**src/common/cgo_pkg.sv**
```systemverilog
// Register map, field layout and reset values of the clock generator
package cgo_pkg;

   // Register byte offsets, decoded from haddr[7:0]
   localparam logic [7:0] SYS_CTRL_OFS  = 8'h00;
   localparam logic [7:0] OSC_CTRL_OFS  = 8'h04;
   localparam logic [7:0] STBY_CTRL_OFS = 8'h08;
   localparam logic [7:0] PLL_SEL_OFS   = 8'h0c;
   localparam logic [7:0] IRQ_STAT_OFS  = 8'h20;
   localparam logic [7:0] IRQ_MASK_OFS  = 8'h24;

   // System clock control fields
   localparam int SYS_GEAR_LSB   = 0;
   localparam int SYS_PRESC_LSB  = 8;
   localparam int SYS_PSRC_BIT   = 12;
   localparam int SYS_FIXED_LSB  = 16;
   localparam logic [2:0] GEAR_RST     = 3'h0;
   localparam logic [2:0] PRESC_RST    = 3'h0;
   localparam logic       PSRC_RST     = 1'b0;
   localparam logic [1:0] SYS_FIXED_RST = 2'h1;

   // Oscillator control fields
   localparam int OSC_KICK_BIT   = 0;
   localparam int OSC_WUACT_BIT  = 1;
   localparam int OSC_PLL_BIT    = 2;
   localparam int OSC_WUAUX_BIT  = 3;
   localparam int OSC_XEXT_BIT   = 8;
   localparam int OSC_XINT_BIT   = 16;
   localparam int OSC_HSSEL_BIT  = 17;
   localparam int OSC_CLAIM_BIT  = 18;
   localparam int OSC_WUSRC_BIT  = 19;
   localparam int OSC_WUCNT_LSB  = 20;
   localparam int WUCNT_W        = 12;
   localparam logic [11:0] WUCNT_RST = 12'h800;
   localparam logic PLL_RST      = 1'b0;
   localparam logic WUAUX_RST    = 1'b0;
   localparam logic XEXT_RST     = 1'b0;
   localparam logic XINT_RST     = 1'b1;
   localparam logic HSSEL_RST    = 1'b0;
   localparam logic CLAIM_RST    = 1'b0;
   localparam logic WUSRC_RST    = 1'b0;

   // Interrupt status and mask layout
   localparam int IRQ_W          = 2;
   localparam int IRQ_WU_DONE    = 0;
   localparam int IRQ_WU_RESTART = 1;
   localparam logic [1:0] IRQ_MASK_RST = 2'h0;

   // Gear and prescaler codes
   localparam logic [2:0] GEAR_DIV1  = 3'h0;
   localparam logic [2:0] GEAR_DIV2  = 3'h4;
   localparam logic [2:0] GEAR_DIV4  = 3'h5;
   localparam logic [2:0] GEAR_DIV8  = 3'h6;
   localparam logic [2:0] GEAR_DIV16 = 3'h7;
   localparam logic [2:0] PRESC_MAX  = 3'h5;
   localparam int DIV_CNT_W          = 5;

   // AHB transfer encoding
   localparam logic [1:0] HTRANS_NONSEQ = 2'h2;
   localparam logic [2:0] HSIZE_WORD    = 3'h2;

endpackage : cgo_pkg

```
**src/cgo_top.sv**
```systemverilog
// Clock generator and oscillator control with AHB-Lite register slave
//
// Design decision made here: the AHB-Lite slave port.
`timescale 1ns/1ps
// Overview of operation
// - Peripheral clock follows geared clock when source bit is 0, high-speed clock when 1.
// - Prescaler clock divides peripheral clock by 1..32 for codes 000..101.
// - Gear field divides high-speed clock: 000 none, 100..111 by 2,4,8,16.
// - Twelve-bit warm-up count value sits in oscillator control bits 31 to 20.
// - Warm-up timer counts internal oscillator at 0, external oscillator at 1.
// - Pin-claim bit hands shared pins to the crystal when set; resets to 0.
// - Oscillator select bit picks internal (0) or external (1) high-speed source.
// - Internal oscillator runs while its enable is 1; enable resets to 1.
// - External oscillator runs while its enable is 1; enable resets to 0.
// - PLL stays stopped after reset and runs only while its run bit is 1.
// - Writing 1 to the kick bit starts warm-up; 0 does nothing; write-only.
// - Warm-up status reads 1 while counting and 0 once complete.

module cgo_top
(
   // Clock and reset
   input  wire logic        ref_clk,
   input  wire logic        rst,
   // AHB-Lite slave
   input  wire logic        hsel,
   input  wire logic [31:0] haddr,
   input  wire logic [1:0]  htrans,
   input  wire logic        hwrite,
   input  wire logic [2:0]  hsize,
   input  wire logic [31:0] hwdata,
   input  wire logic        hready,
   output logic             hreadyout,
   output logic             hresp,
   output logic [31:0]      hrdata,
   // Raw oscillator outputs, asynchronous to ref_clk
   input  wire logic        int_osc_in,
   input  wire logic        ext_osc_in,
   // Oscillator, PLL and pin control
   output logic             int_osc_enable,
   output logic             ext_osc_enable,
   output logic             pll_run,
   output logic             hs_osc_select,
   output logic             osc_pin_claim,
   output logic             warmup_src_sel,
   // Clock enables derived from the high-speed clock
   output logic             gear_ce,
   output logic             periph_ce,
   output logic             presc_ce,
   // Interrupt
   output logic             irq
);

   // Divider select: shift count to an all-ones compare mask
   function automatic logic [4:0] div_mask(input logic [2:0] shift);
      div_mask = 5'((6'h01 << shift) - 6'h01);
   endfunction : div_mask

   // Gear code to shift; reserved codes run undivided
   function automatic logic [2:0] gear_shift(input logic [2:0] code);
      unique case (code)
         cgo_pkg::GEAR_DIV2:  gear_shift = 3'h1;
         cgo_pkg::GEAR_DIV4:  gear_shift = 3'h2;
         cgo_pkg::GEAR_DIV8:  gear_shift = 3'h3;
         cgo_pkg::GEAR_DIV16: gear_shift = 3'h4;
         default:             gear_shift = 3'h0;
      endcase
   endfunction : gear_shift

   // Register state
   logic [2:0]  gear_reg;
   logic [2:0]  prescale_sel_reg;
   logic        periph_src_sel_reg;
   logic [1:0]  sys_fixed_reg;
   logic [11:0] warmup_count_value_reg;
   logic        warmup_src_sel_reg;
   logic        osc_pin_claim_reg;
   logic        hs_osc_select_reg;
   logic        int_osc_enable_reg;
   logic        ext_osc_enable_reg;
   logic        warmup_src_aux_reg;
   logic        pll_run_reg;
   logic        warmup_active_reg;
   logic [11:0] warmup_cnt_reg;
   logic [1:0]  irq_stat_reg;
   logic [1:0]  irq_mask_reg;
   logic [4:0]  gear_cnt_reg;
   logic [4:0]  presc_cnt_reg;
   logic [31:0] hrdata_reg;

   // Bus data-phase state
   logic        dp_write_reg;
   logic [7:0]  dp_addr_reg;

   // Oscillator synchronisers and edge detect
   logic [1:0]  int_sync_reg;
   logic [1:0]  ext_sync_reg;
   logic        int_prev_reg;
   logic        ext_prev_reg;

   // Address phase decode
   wire         ap_valid  = hsel && hready && (htrans == cgo_pkg::HTRANS_NONSEQ);
   wire         ap_word   = (hsize == cgo_pkg::HSIZE_WORD);
   wire         ap_write  = ap_valid && hwrite && ap_word;
   wire         ap_read   = ap_valid && !hwrite;
   wire [7:0]   ap_addr   = haddr[7:0];
   wire         ap_inmap  = (haddr[31:8] == 24'h000000);

   // Data phase write strobes
   wire         wr_sys    = dp_write_reg && (dp_addr_reg == cgo_pkg::SYS_CTRL_OFS);
   wire         wr_osc    = dp_write_reg && (dp_addr_reg == cgo_pkg::OSC_CTRL_OFS);
   wire         wr_stat   = dp_write_reg && (dp_addr_reg == cgo_pkg::IRQ_STAT_OFS);
   wire         wr_mask   = dp_write_reg && (dp_addr_reg == cgo_pkg::IRQ_MASK_OFS);
   wire         kick_req  = wr_osc && hwdata[cgo_pkg::OSC_KICK_BIT];

   // Read images; reserved bits are zero
   wire [31:0]  sys_image = {14'h0000, sys_fixed_reg, 3'h0, periph_src_sel_reg,
                             1'b0, prescale_sel_reg, 5'h00, gear_reg};
   wire [31:0]  osc_image = {warmup_count_value_reg, warmup_src_sel_reg,
                             osc_pin_claim_reg, hs_osc_select_reg, int_osc_enable_reg,
                             7'h00, ext_osc_enable_reg, 4'h0, warmup_src_aux_reg,
                             pll_run_reg, warmup_active_reg, 1'b0};
   wire [31:0]  rd_mux    = (!ap_inmap)                               ? 32'h00000000 :
                            (ap_addr == cgo_pkg::SYS_CTRL_OFS)        ? sys_image :
                            (ap_addr == cgo_pkg::OSC_CTRL_OFS)        ? osc_image :
                            (ap_addr == cgo_pkg::IRQ_STAT_OFS)        ? {30'h0, irq_stat_reg} :
                            (ap_addr == cgo_pkg::IRQ_MASK_OFS)        ? {30'h0, irq_mask_reg} :
                                                                        32'h00000000;

   // Clock dividers; the high-speed clock is ref_clk itself
   wire [4:0]   gear_msk  = div_mask(gear_shift(gear_reg));
   wire [2:0]   presc_sh  = (prescale_sel_reg > cgo_pkg::PRESC_MAX) ? 3'h0 : prescale_sel_reg;
   wire [4:0]   presc_msk = div_mask(presc_sh);
   wire         gear_tick = ((gear_cnt_reg & gear_msk) == gear_msk);
   wire         per_tick  = periph_src_sel_reg ? 1'b1 : gear_tick;
   wire         pre_tick  = per_tick && ((presc_cnt_reg & presc_msk) == presc_msk);

   // Warm-up source edge from the synchronised oscillators
   wire         int_edge  = int_sync_reg[1] && !int_prev_reg;
   wire         ext_edge  = ext_sync_reg[1] && !ext_prev_reg;
   wire         wu_edge   = warmup_src_sel_reg ? ext_edge : int_edge;
   wire         wu_hit    = warmup_active_reg && (warmup_cnt_reg == warmup_count_value_reg);
   wire [1:0]   irq_set   = {kick_req && warmup_active_reg, wu_hit};
   wire [1:0]   irq_clr   = wr_stat ? hwdata[1:0] : 2'h0;

   assign hreadyout      = 1'b1;
   assign hresp          = 1'b0;
   assign hrdata         = hrdata_reg;
   assign int_osc_enable = int_osc_enable_reg;
   assign ext_osc_enable = ext_osc_enable_reg;
   assign pll_run        = pll_run_reg;
   assign hs_osc_select  = hs_osc_select_reg;
   assign osc_pin_claim  = osc_pin_claim_reg;
   assign warmup_src_sel = warmup_src_sel_reg;
   assign gear_ce        = gear_tick;
   assign periph_ce      = per_tick;
   assign presc_ce       = pre_tick;
   assign irq            = |(irq_stat_reg & irq_mask_reg);

   // Bus slave: zero wait states, read data captured in the address phase
   always_ff @(posedge ref_clk or posedge rst)
   begin
      if (rst)
      begin
         dp_write_reg <= 1'b0;
         dp_addr_reg  <= 8'h00;
         hrdata_reg   <= 32'h00000000;
      end
      else
      begin
         dp_write_reg <= ap_write && ap_inmap;
         dp_addr_reg  <= ap_addr;
         if (ap_read)
            hrdata_reg <= rd_mux;
      end
   end

   // System clock control register
   always_ff @(posedge ref_clk or posedge rst)
   begin
      if (rst)
      begin
         gear_reg           <= cgo_pkg::GEAR_RST;
         prescale_sel_reg   <= cgo_pkg::PRESC_RST;
         periph_src_sel_reg <= cgo_pkg::PSRC_RST;
         sys_fixed_reg      <= cgo_pkg::SYS_FIXED_RST;
      end
      else if (wr_sys)
      begin
         gear_reg           <= hwdata[cgo_pkg::SYS_GEAR_LSB +: 3];
         prescale_sel_reg   <= hwdata[cgo_pkg::SYS_PRESC_LSB +: 3];
         periph_src_sel_reg <= hwdata[cgo_pkg::SYS_PSRC_BIT];
         sys_fixed_reg      <= hwdata[cgo_pkg::SYS_FIXED_LSB +: 2];
      end
   end

   // Oscillator control register
   always_ff @(posedge ref_clk or posedge rst)
   begin
      if (rst)
      begin
         warmup_count_value_reg <= cgo_pkg::WUCNT_RST;
         warmup_src_sel_reg     <= cgo_pkg::WUSRC_RST;
         osc_pin_claim_reg      <= cgo_pkg::CLAIM_RST;
         hs_osc_select_reg      <= cgo_pkg::HSSEL_RST;
         int_osc_enable_reg     <= cgo_pkg::XINT_RST;
         ext_osc_enable_reg     <= cgo_pkg::XEXT_RST;
         warmup_src_aux_reg     <= cgo_pkg::WUAUX_RST;
         pll_run_reg            <= cgo_pkg::PLL_RST;
      end
      else if (wr_osc)
      begin
         warmup_count_value_reg <= hwdata[cgo_pkg::OSC_WUCNT_LSB +: cgo_pkg::WUCNT_W];
         warmup_src_sel_reg     <= hwdata[cgo_pkg::OSC_WUSRC_BIT];
         osc_pin_claim_reg      <= hwdata[cgo_pkg::OSC_CLAIM_BIT];
         hs_osc_select_reg      <= hwdata[cgo_pkg::OSC_HSSEL_BIT];
         int_osc_enable_reg     <= hwdata[cgo_pkg::OSC_XINT_BIT];
         ext_osc_enable_reg     <= hwdata[cgo_pkg::OSC_XEXT_BIT];
         warmup_src_aux_reg     <= hwdata[cgo_pkg::OSC_WUAUX_BIT];
         pll_run_reg            <= hwdata[cgo_pkg::OSC_PLL_BIT];
      end
   end

   // Oscillator synchronisers: second stage feeds the edge detector
   always_ff @(posedge ref_clk or posedge rst)
   begin
      if (rst)
      begin
         int_sync_reg <= 2'h0;
         ext_sync_reg <= 2'h0;
         int_prev_reg <= 1'b0;
         ext_prev_reg <= 1'b0;
      end
      else
      begin
         int_sync_reg <= {int_sync_reg[0], int_osc_in};
         ext_sync_reg <= {ext_sync_reg[0], ext_osc_in};
         int_prev_reg <= int_sync_reg[1];
         ext_prev_reg <= ext_sync_reg[1];
      end
   end

   // Warm-up timer; a kick while counting restarts from zero
   always_ff @(posedge ref_clk or posedge rst)
   begin
      if (rst)
      begin
         warmup_active_reg <= 1'b0;
         warmup_cnt_reg    <= 12'h000;
      end
      else if (kick_req)
      begin
         warmup_active_reg <= 1'b1;
         warmup_cnt_reg    <= 12'h000;
      end
      else if (wu_hit)
         warmup_active_reg <= 1'b0;
      else if (warmup_active_reg && wu_edge)
         warmup_cnt_reg <= warmup_cnt_reg + 12'h001;
   end

   // Interrupt status (write one to clear, set wins) and mask
   always_ff @(posedge ref_clk or posedge rst)
   begin
      if (rst)
      begin
         irq_stat_reg <= 2'h0;
         irq_mask_reg <= cgo_pkg::IRQ_MASK_RST;
      end
      else
      begin
         irq_stat_reg <= (irq_stat_reg & ~irq_clr) | irq_set;
         if (wr_mask)
            irq_mask_reg <= hwdata[1:0];
      end
   end

   // Divider counters; the prescaler advances only on peripheral ticks
   always_ff @(posedge ref_clk or posedge rst)
   begin
      if (rst)
      begin
         gear_cnt_reg  <= 5'h00;
         presc_cnt_reg <= 5'h00;
      end
      else
      begin
         gear_cnt_reg <= gear_cnt_reg + 5'h01;
         if (per_tick)
            presc_cnt_reg <= presc_cnt_reg + 5'h01;
      end
   end
endmodule : cgo_top

```
**config.mk**
```make
export PLATFORM = sky130hd
export DESIGN_NAME = cgo_top
export DESIGN_NICKNAME = d
export VERILOG_FILES = /design/src/common/cgo_pkg.sv /design/src/cgo_top.sv
export SDC_FILE = /design/constraint.sdc
export NUM_CORES = 1
export LEC_CHECK = 0
export BUFFER_PORTS_ARGS = -buffer_cell sky130_fd_sc_hd__buf_2
export CAP_MARGIN = 20
export CORE_MARGIN = 10
export CORE_UTILIZATION = 56
export CTS_CLUSTER_DIAMETER = 120
export DETAILED_ROUTE_END_ITERATION = 8
export MAX_ROUTING_LAYER = met4
export PLACE_DENSITY = 0.82
export REMOVE_ABC_BUFFERS = 1
export SETUP_SLACK_MARGIN = 0.4
export SYNTH_ARGS = -nofsm -noshare
export SYNTH_HDL_FRONTEND = slang
export SYNTH_SLANG_ARGS = --single-unit
export TNS_END_PERCENT = 50
```
**constraint.sdc**
```tcl
create_clock -name ref_clk -period 6.2 [get_ports ref_clk]
set_input_delay 1.55 -clock ref_clk [delete_from_list [all_inputs] [get_ports ref_clk]]
set_output_delay 1.55 -clock ref_clk [all_outputs]
set_load 0.1 [all_outputs]
```
* After elaboration in Yosys (flattened, before gate mapping)
Cells that the tools add are included.
** Storage, ports and cells
- Output and inout port bits :: 44
- Latch bits :: 0
- Bits in registers :: 102
- RAM bits :: 0
- Memories kept :: 0
- Memory bits (read-only) :: 0
- Input port bits :: 76
- Logic and storage cells :: 97
** Operators by class
- Add/sub/neg operators :: 5
- Reduce and logical (&&, ||, !) cells :: 27
- $lt $le $gt $ge :: 1
- Multiplexer cells :: 15
- Bitwise gates (word level) :: 6
- Shift-type cells :: 2
- Divide/modulo/power cells :: 0
- Equal/unequal tests :: 16
- Multipliers :: 0
** Operator list (count)
- $mux W32 :: 3
- $mux W12 :: 3
- $eq A8 B6 Y1 const B :: 4
- $logic_not A24 Y1 :: 1
- $logic_and A1 B1 Y1 :: 17
- $eq A8 B3 Y1 const B :: 2
- $logic_not A8 Y1 :: 2
- $add A12 B1 Y12 const B :: 1
- $eq A12 B12 Y1 :: 1
- $eq A3 B3 Y1 const B :: 4
- $pmux W3 S4 :: 1
- $add A5 B1 Y5 const B :: 2
- $and A5 B5 Y5 :: 2
- $eq A5 B5 Y1 :: 2
- $shl A1 B3 Y5 const A :: 2
- $sub A5 B1 Y5 const B :: 2
- $mux W2 :: 3
- $and A2 B2 Y2 :: 2
- $mux W1 :: 4
- $reduce_bool A2 Y1 :: 2
- $eq A3 B2 Y1 const B :: 1
- $gt A3 B3 Y1 const B :: 1
- $logic_not A1 Y1 :: 3
- $mux W3 :: 1
- 6 further kinds :: 6

* Depth between registers and ports, before layout
- Depth after elaboration :: 8
- Mapped depth :: 8
- Mapped depth without buffers :: 8

* Worst setup path before layout
No wires, ideal clock.
- Kind :: flip-flop to output port
- Start :: register gear_reg[0]
- End :: output presc_ce
- Stages on the path, launching flop included :: 8
- Slack :: -1261 ps
- Path buffers :: 0
- Required time :: 4650 ps
- Arrival :: 5911 ps
- Cells stage by stage :: dfrtp_1 nor2_1 nand2_1 ha_1 nor2b_1 o21ai_0 a31oi_1 a2111oi_0
** On the way
- Cells in the longest elaborated chain, start to end :: 8
- Elaborated cells on any way between the ends :: 11
- Those cells by class :: add/sub (1); eq/ne (5); shift (1); mux (2); bitwise (1); reduce/logical (1)
** Ends and longest elaborated chain
- start: declaration :: RTL line cgo_top.sv:70 : logic [2:0] gear_reg;
- start signal: assignment :: RTL line cgo_top.sv:182 : gear_reg <= cgo_pkg::GEAR_RST;
- start signal: assignment :: RTL line cgo_top.sv:189 : gear_reg <= hwdata[cgo_pkg::SYS_GEAR_LSB +: 3];
- $eq A3 B3 Y1 :: RTL line cgo_top.sv:60 : unique case (code)
- $pmux W3 S4 * :: RTL line cgo_top.sv:60
- $shl A1 B3 Y5 * :: RTL line cgo_top.sv:55 : div_mask = 5'((6'h01 << shift) - 6'h01);
- $sub A5 B1 Y5 * :: RTL line cgo_top.sv:55
- $and A5 B5 Y5 :: RTL line cgo_top.sv:133 : wire gear_tick = ((gear_cnt_reg & gear_msk) == gear_msk);
- $eq A5 B5 Y1 * :: RTL line cgo_top.sv:133
- $mux W1 * :: RTL line cgo_top.sv:134 : wire per_tick = periph_src_sel_reg ? 1'b1 : gear_tick;
- $logic_and A1 B1 Y1 * :: RTL line cgo_top.sv:135 : wire pre_tick = per_tick && ((presc_cnt_reg & presc_msk) == presc_msk);
- end: declaration :: RTL line cgo_top.sv:48 : output logic presc_ce,
Every way passes the cells marked *; elsewhere a longest branch is shown, timed or not.

* Worst setup path after layout
Same ends and word-level chain as after synthesis.

==> impl_metrics.ini <==
[synth]
yosysSeqAreaShare_pct = 55.2
syn_area_per_cell_sq_um = 10.9
async_flop_share_pct = 100
synth.area.top_cells = dfrtp_1 (53%), nand2_1 (6.1%), a22o_1 (4.8%), xnor2_1 (3.3%), mux2_2 (3.2%)
synth_flop_cell = dfrtp_1
synth_top_cell_by_area = dfrtp_1
synth_area_sq_um = 4220
syn_inst = 387
yosys_warnings = 0
yosysUniqueCellTypes = 49
synth_top_area_share_pct = 53.4
ys_ff_latch = 93
synth_edf_count = 0

[worst_setup_path]
r2r_setup_slack_ns = 3.84
crit_path_end_kind = output port
critPathKind = flip-flop to output port
reg2reg_from = dp_addr_reg[4]
cp.required_ns = 4.65
cp_max_fo = 6
cp-start-kind = flip-flop
arrival_ns = 2.76
worstReg2RegEnd = irq_stat_reg[1]
r2r_cells = 4

[clock_network]
numCtsBuffers = 9
clockBufferDepth = 2
cts-resized-gates = 0
tritoncts = yes
path_clk_slew_ns = 0.10
clock_sinks = 93
h-tree-depth = 3
clk_latency_ns = 0.37
postCtsHoldBufs = 0
ctsRootBufferMaster = clkbuf_8
postCtsSetupBuffers = 0

[timing]
fin_skew_ns = 0.0118
slew_viol_final = 0
rsz0062_at_grt = no
fin_crit_sh_pct = 69.5
fmax_ghz = 0.232
setup_viol_count_final = 0
finalHoldViolCount = 0
worstMarginPinSlew_ns = 0.897
relSlewSlack_pct = 40.0
timing.setup.tns_ns = 0
period_needed_ns = 4.31

[power]
clock_power_share_pct = 33.1
p_int_mw = 0.976
p_sw_share_pct = 30.1
seqPwrFrac_pct = 51.6
max-vdd-ir-drop_mv = 0.177
power_leakage_nw = 2.41
comb_power_share_pct = 15.3
p_switching_mw = 0.420
p_total_mw = 1.40
power.density_nw_per_um2 = 281

[final_layout]
syn_to_final_growth_pct = 17.8
antenna_cells = 0
mostFrequentLayoutCells = buf_2 (101), dfrtp_1 (90), nand2_1 (69)
layout_commonest_cell = buf_2
seqCellArea_sq_um = 2330
n_fill_cell = 592
largest_register_ffs = 24
drive_above_1_share_pct = 29.7
multi_input_area_sq_um = 1720
final_nets = 564
final_area_sq_um = 4970

[placed_design]
dp_hpwl_mm = 7.39
port_buffers = 101
place_congestion = 0.861
placed_area_sq_um = 4730

[worst_hold_path]
hp-class = flip-flop to flip-flop
hold_path.startpoint = int_sync_reg[0]
hold_depth = 0
min_to = int_sync_reg[1]

[detailed_routing]
via_count = 3211
firstDrtPassIters = 4
routedWlPerCell_um = 17.2
via_per_inst = 5.47
route.detailed.drc = 0
ant_nets = 0
drtIter0Drc = 127
drt_wl_total_mm = 10.1

[global_routing]
grtUsageTotal_pct = 18.5
grt_antenna_before_repair = 0
gr-total-overflow = 0
grt_pass1_wl_mm = 16.8
grt_max_degree = 54
first_global_vias = 3457

[status]
status = completed

[die]
core_region_area_sq_um = 7290
rows = 31
die_y_um = 107
ios = 120
start_util_pct = 57.9
fp.dieW_um = 107
die-area_sq_um = 11400

[run]
max_cap_viol_count = 0
Yosys cell counts (2+ instances only):
master	count
nor4_1	3
clkbuf_1	11
a21oi_1	13
nand3_1	11
buf_4	10
and2_1	5
nor3b_1	2
o31ai_1	2
conb_1	2
a22o_1	23
or3_1	10
dfrtp_1	90
ha_1	5
and4_1	2
nor2b_1	2
mux2_2	12
buf_2	4
nor3_1	2
xnor2_1	16
or4_1	2
inv_1	9
xor2_1	3
and3b_1	3
nor2_1	10
mux2i_1	6
nand4_1	12
nor4_2	4
dfstp_2	3
o21ai_0	19
and3_1	4
nand2_1	69
worst max-delay path by stage:
stage	start	end	slack [ns]
6_report	gear_reg[0]	presc_ce	1.89
5_1_grt	gear_reg[0]	presc_ce	1.54
4_1_cts	gear_reg[0]	presc_ce	1.90
3_5_place_dp	gear_reg[0]	presc_ce	2.33
3_3_place_gp	gear_reg[0]	presc_ce	2.37
2_1_floorplan	gear_reg[0]	presc_ce	-1.26
logic make-up (layout without fill, tap and decap cells):
group	after synthesis	count (layout)	share of synthesized area, %
fa+ha+maj	5	5	1.48
simple gates	151	151	19.3
mux	19	19	5.16
buf+inv	36	129	4.77
flops	93	93	55.2
xor+xnor	19	19	3.94
compound gates	62	62	9.90
other cells	2	10	0.178
layout make-up:
cell class / instances / share of cell area, %
Clock buffer: 9 / 2.49
Clock inverter: 7 / 2.16
Inverter: 9 / 0.705
Multi-Input combinational cell: 266 / 34.6
Sequential cell: 93 / 46.9
Tap cell: 99 / 2.49
Timing Repair Buffer: 104 / 10.7
per-stage QoR:
step	util (%)	instances	setup slack, ns	hold slack [ns]
floorplan	-	368	-1.26	0.331
global route	68.2	587	1.54	0.375
global placement	64.8	570	2.37	0.334
detailed placement	64.8	570	2.33	0.343
CTS	68.0	586	1.90	0.367
finish	68.2	587	1.89	0.364
worst max-delay path: stages (launching register included):
cell and delay [ns]:
dfrtp_1 0.44, nor2_1 0.12, nand2_1 0.06, ha_1 0.22, nor2b_1 0.14, o21ai_0 0.24
a31oi_1 0.27, a2111oi_0 0.39, buf_2 0.51
metal layers:
layer / track usage, % / share of wire, % / vias to the layer above
met1: 21.4 / 44 / 1556
met5: - / 0 / -
met3: 5.45 / 5.9 / 13
met2: 30.4 / 49 / 106
met4: 6.00 / 1.3 / 0
li1: - / - / 1536
power groups by stage:
| stage | logic [mW] | registers (mW) | clock network, mW |
|---|---|---|---|
| after detailed placement | 0.214 | 0.732 | 0 |
| after global routing | 0.237 | 0.730 | 0.491 |
| after global placement | 0.206 | 0.726 | 0 |
| final | 0.214 | 0.720 | 0.462 |
| after floorplan | 0.164 | 0.712 | 0 |
| after CTS | 0.215 | 0.719 | 0.468 |
Power figures use the tool's default switching activity.
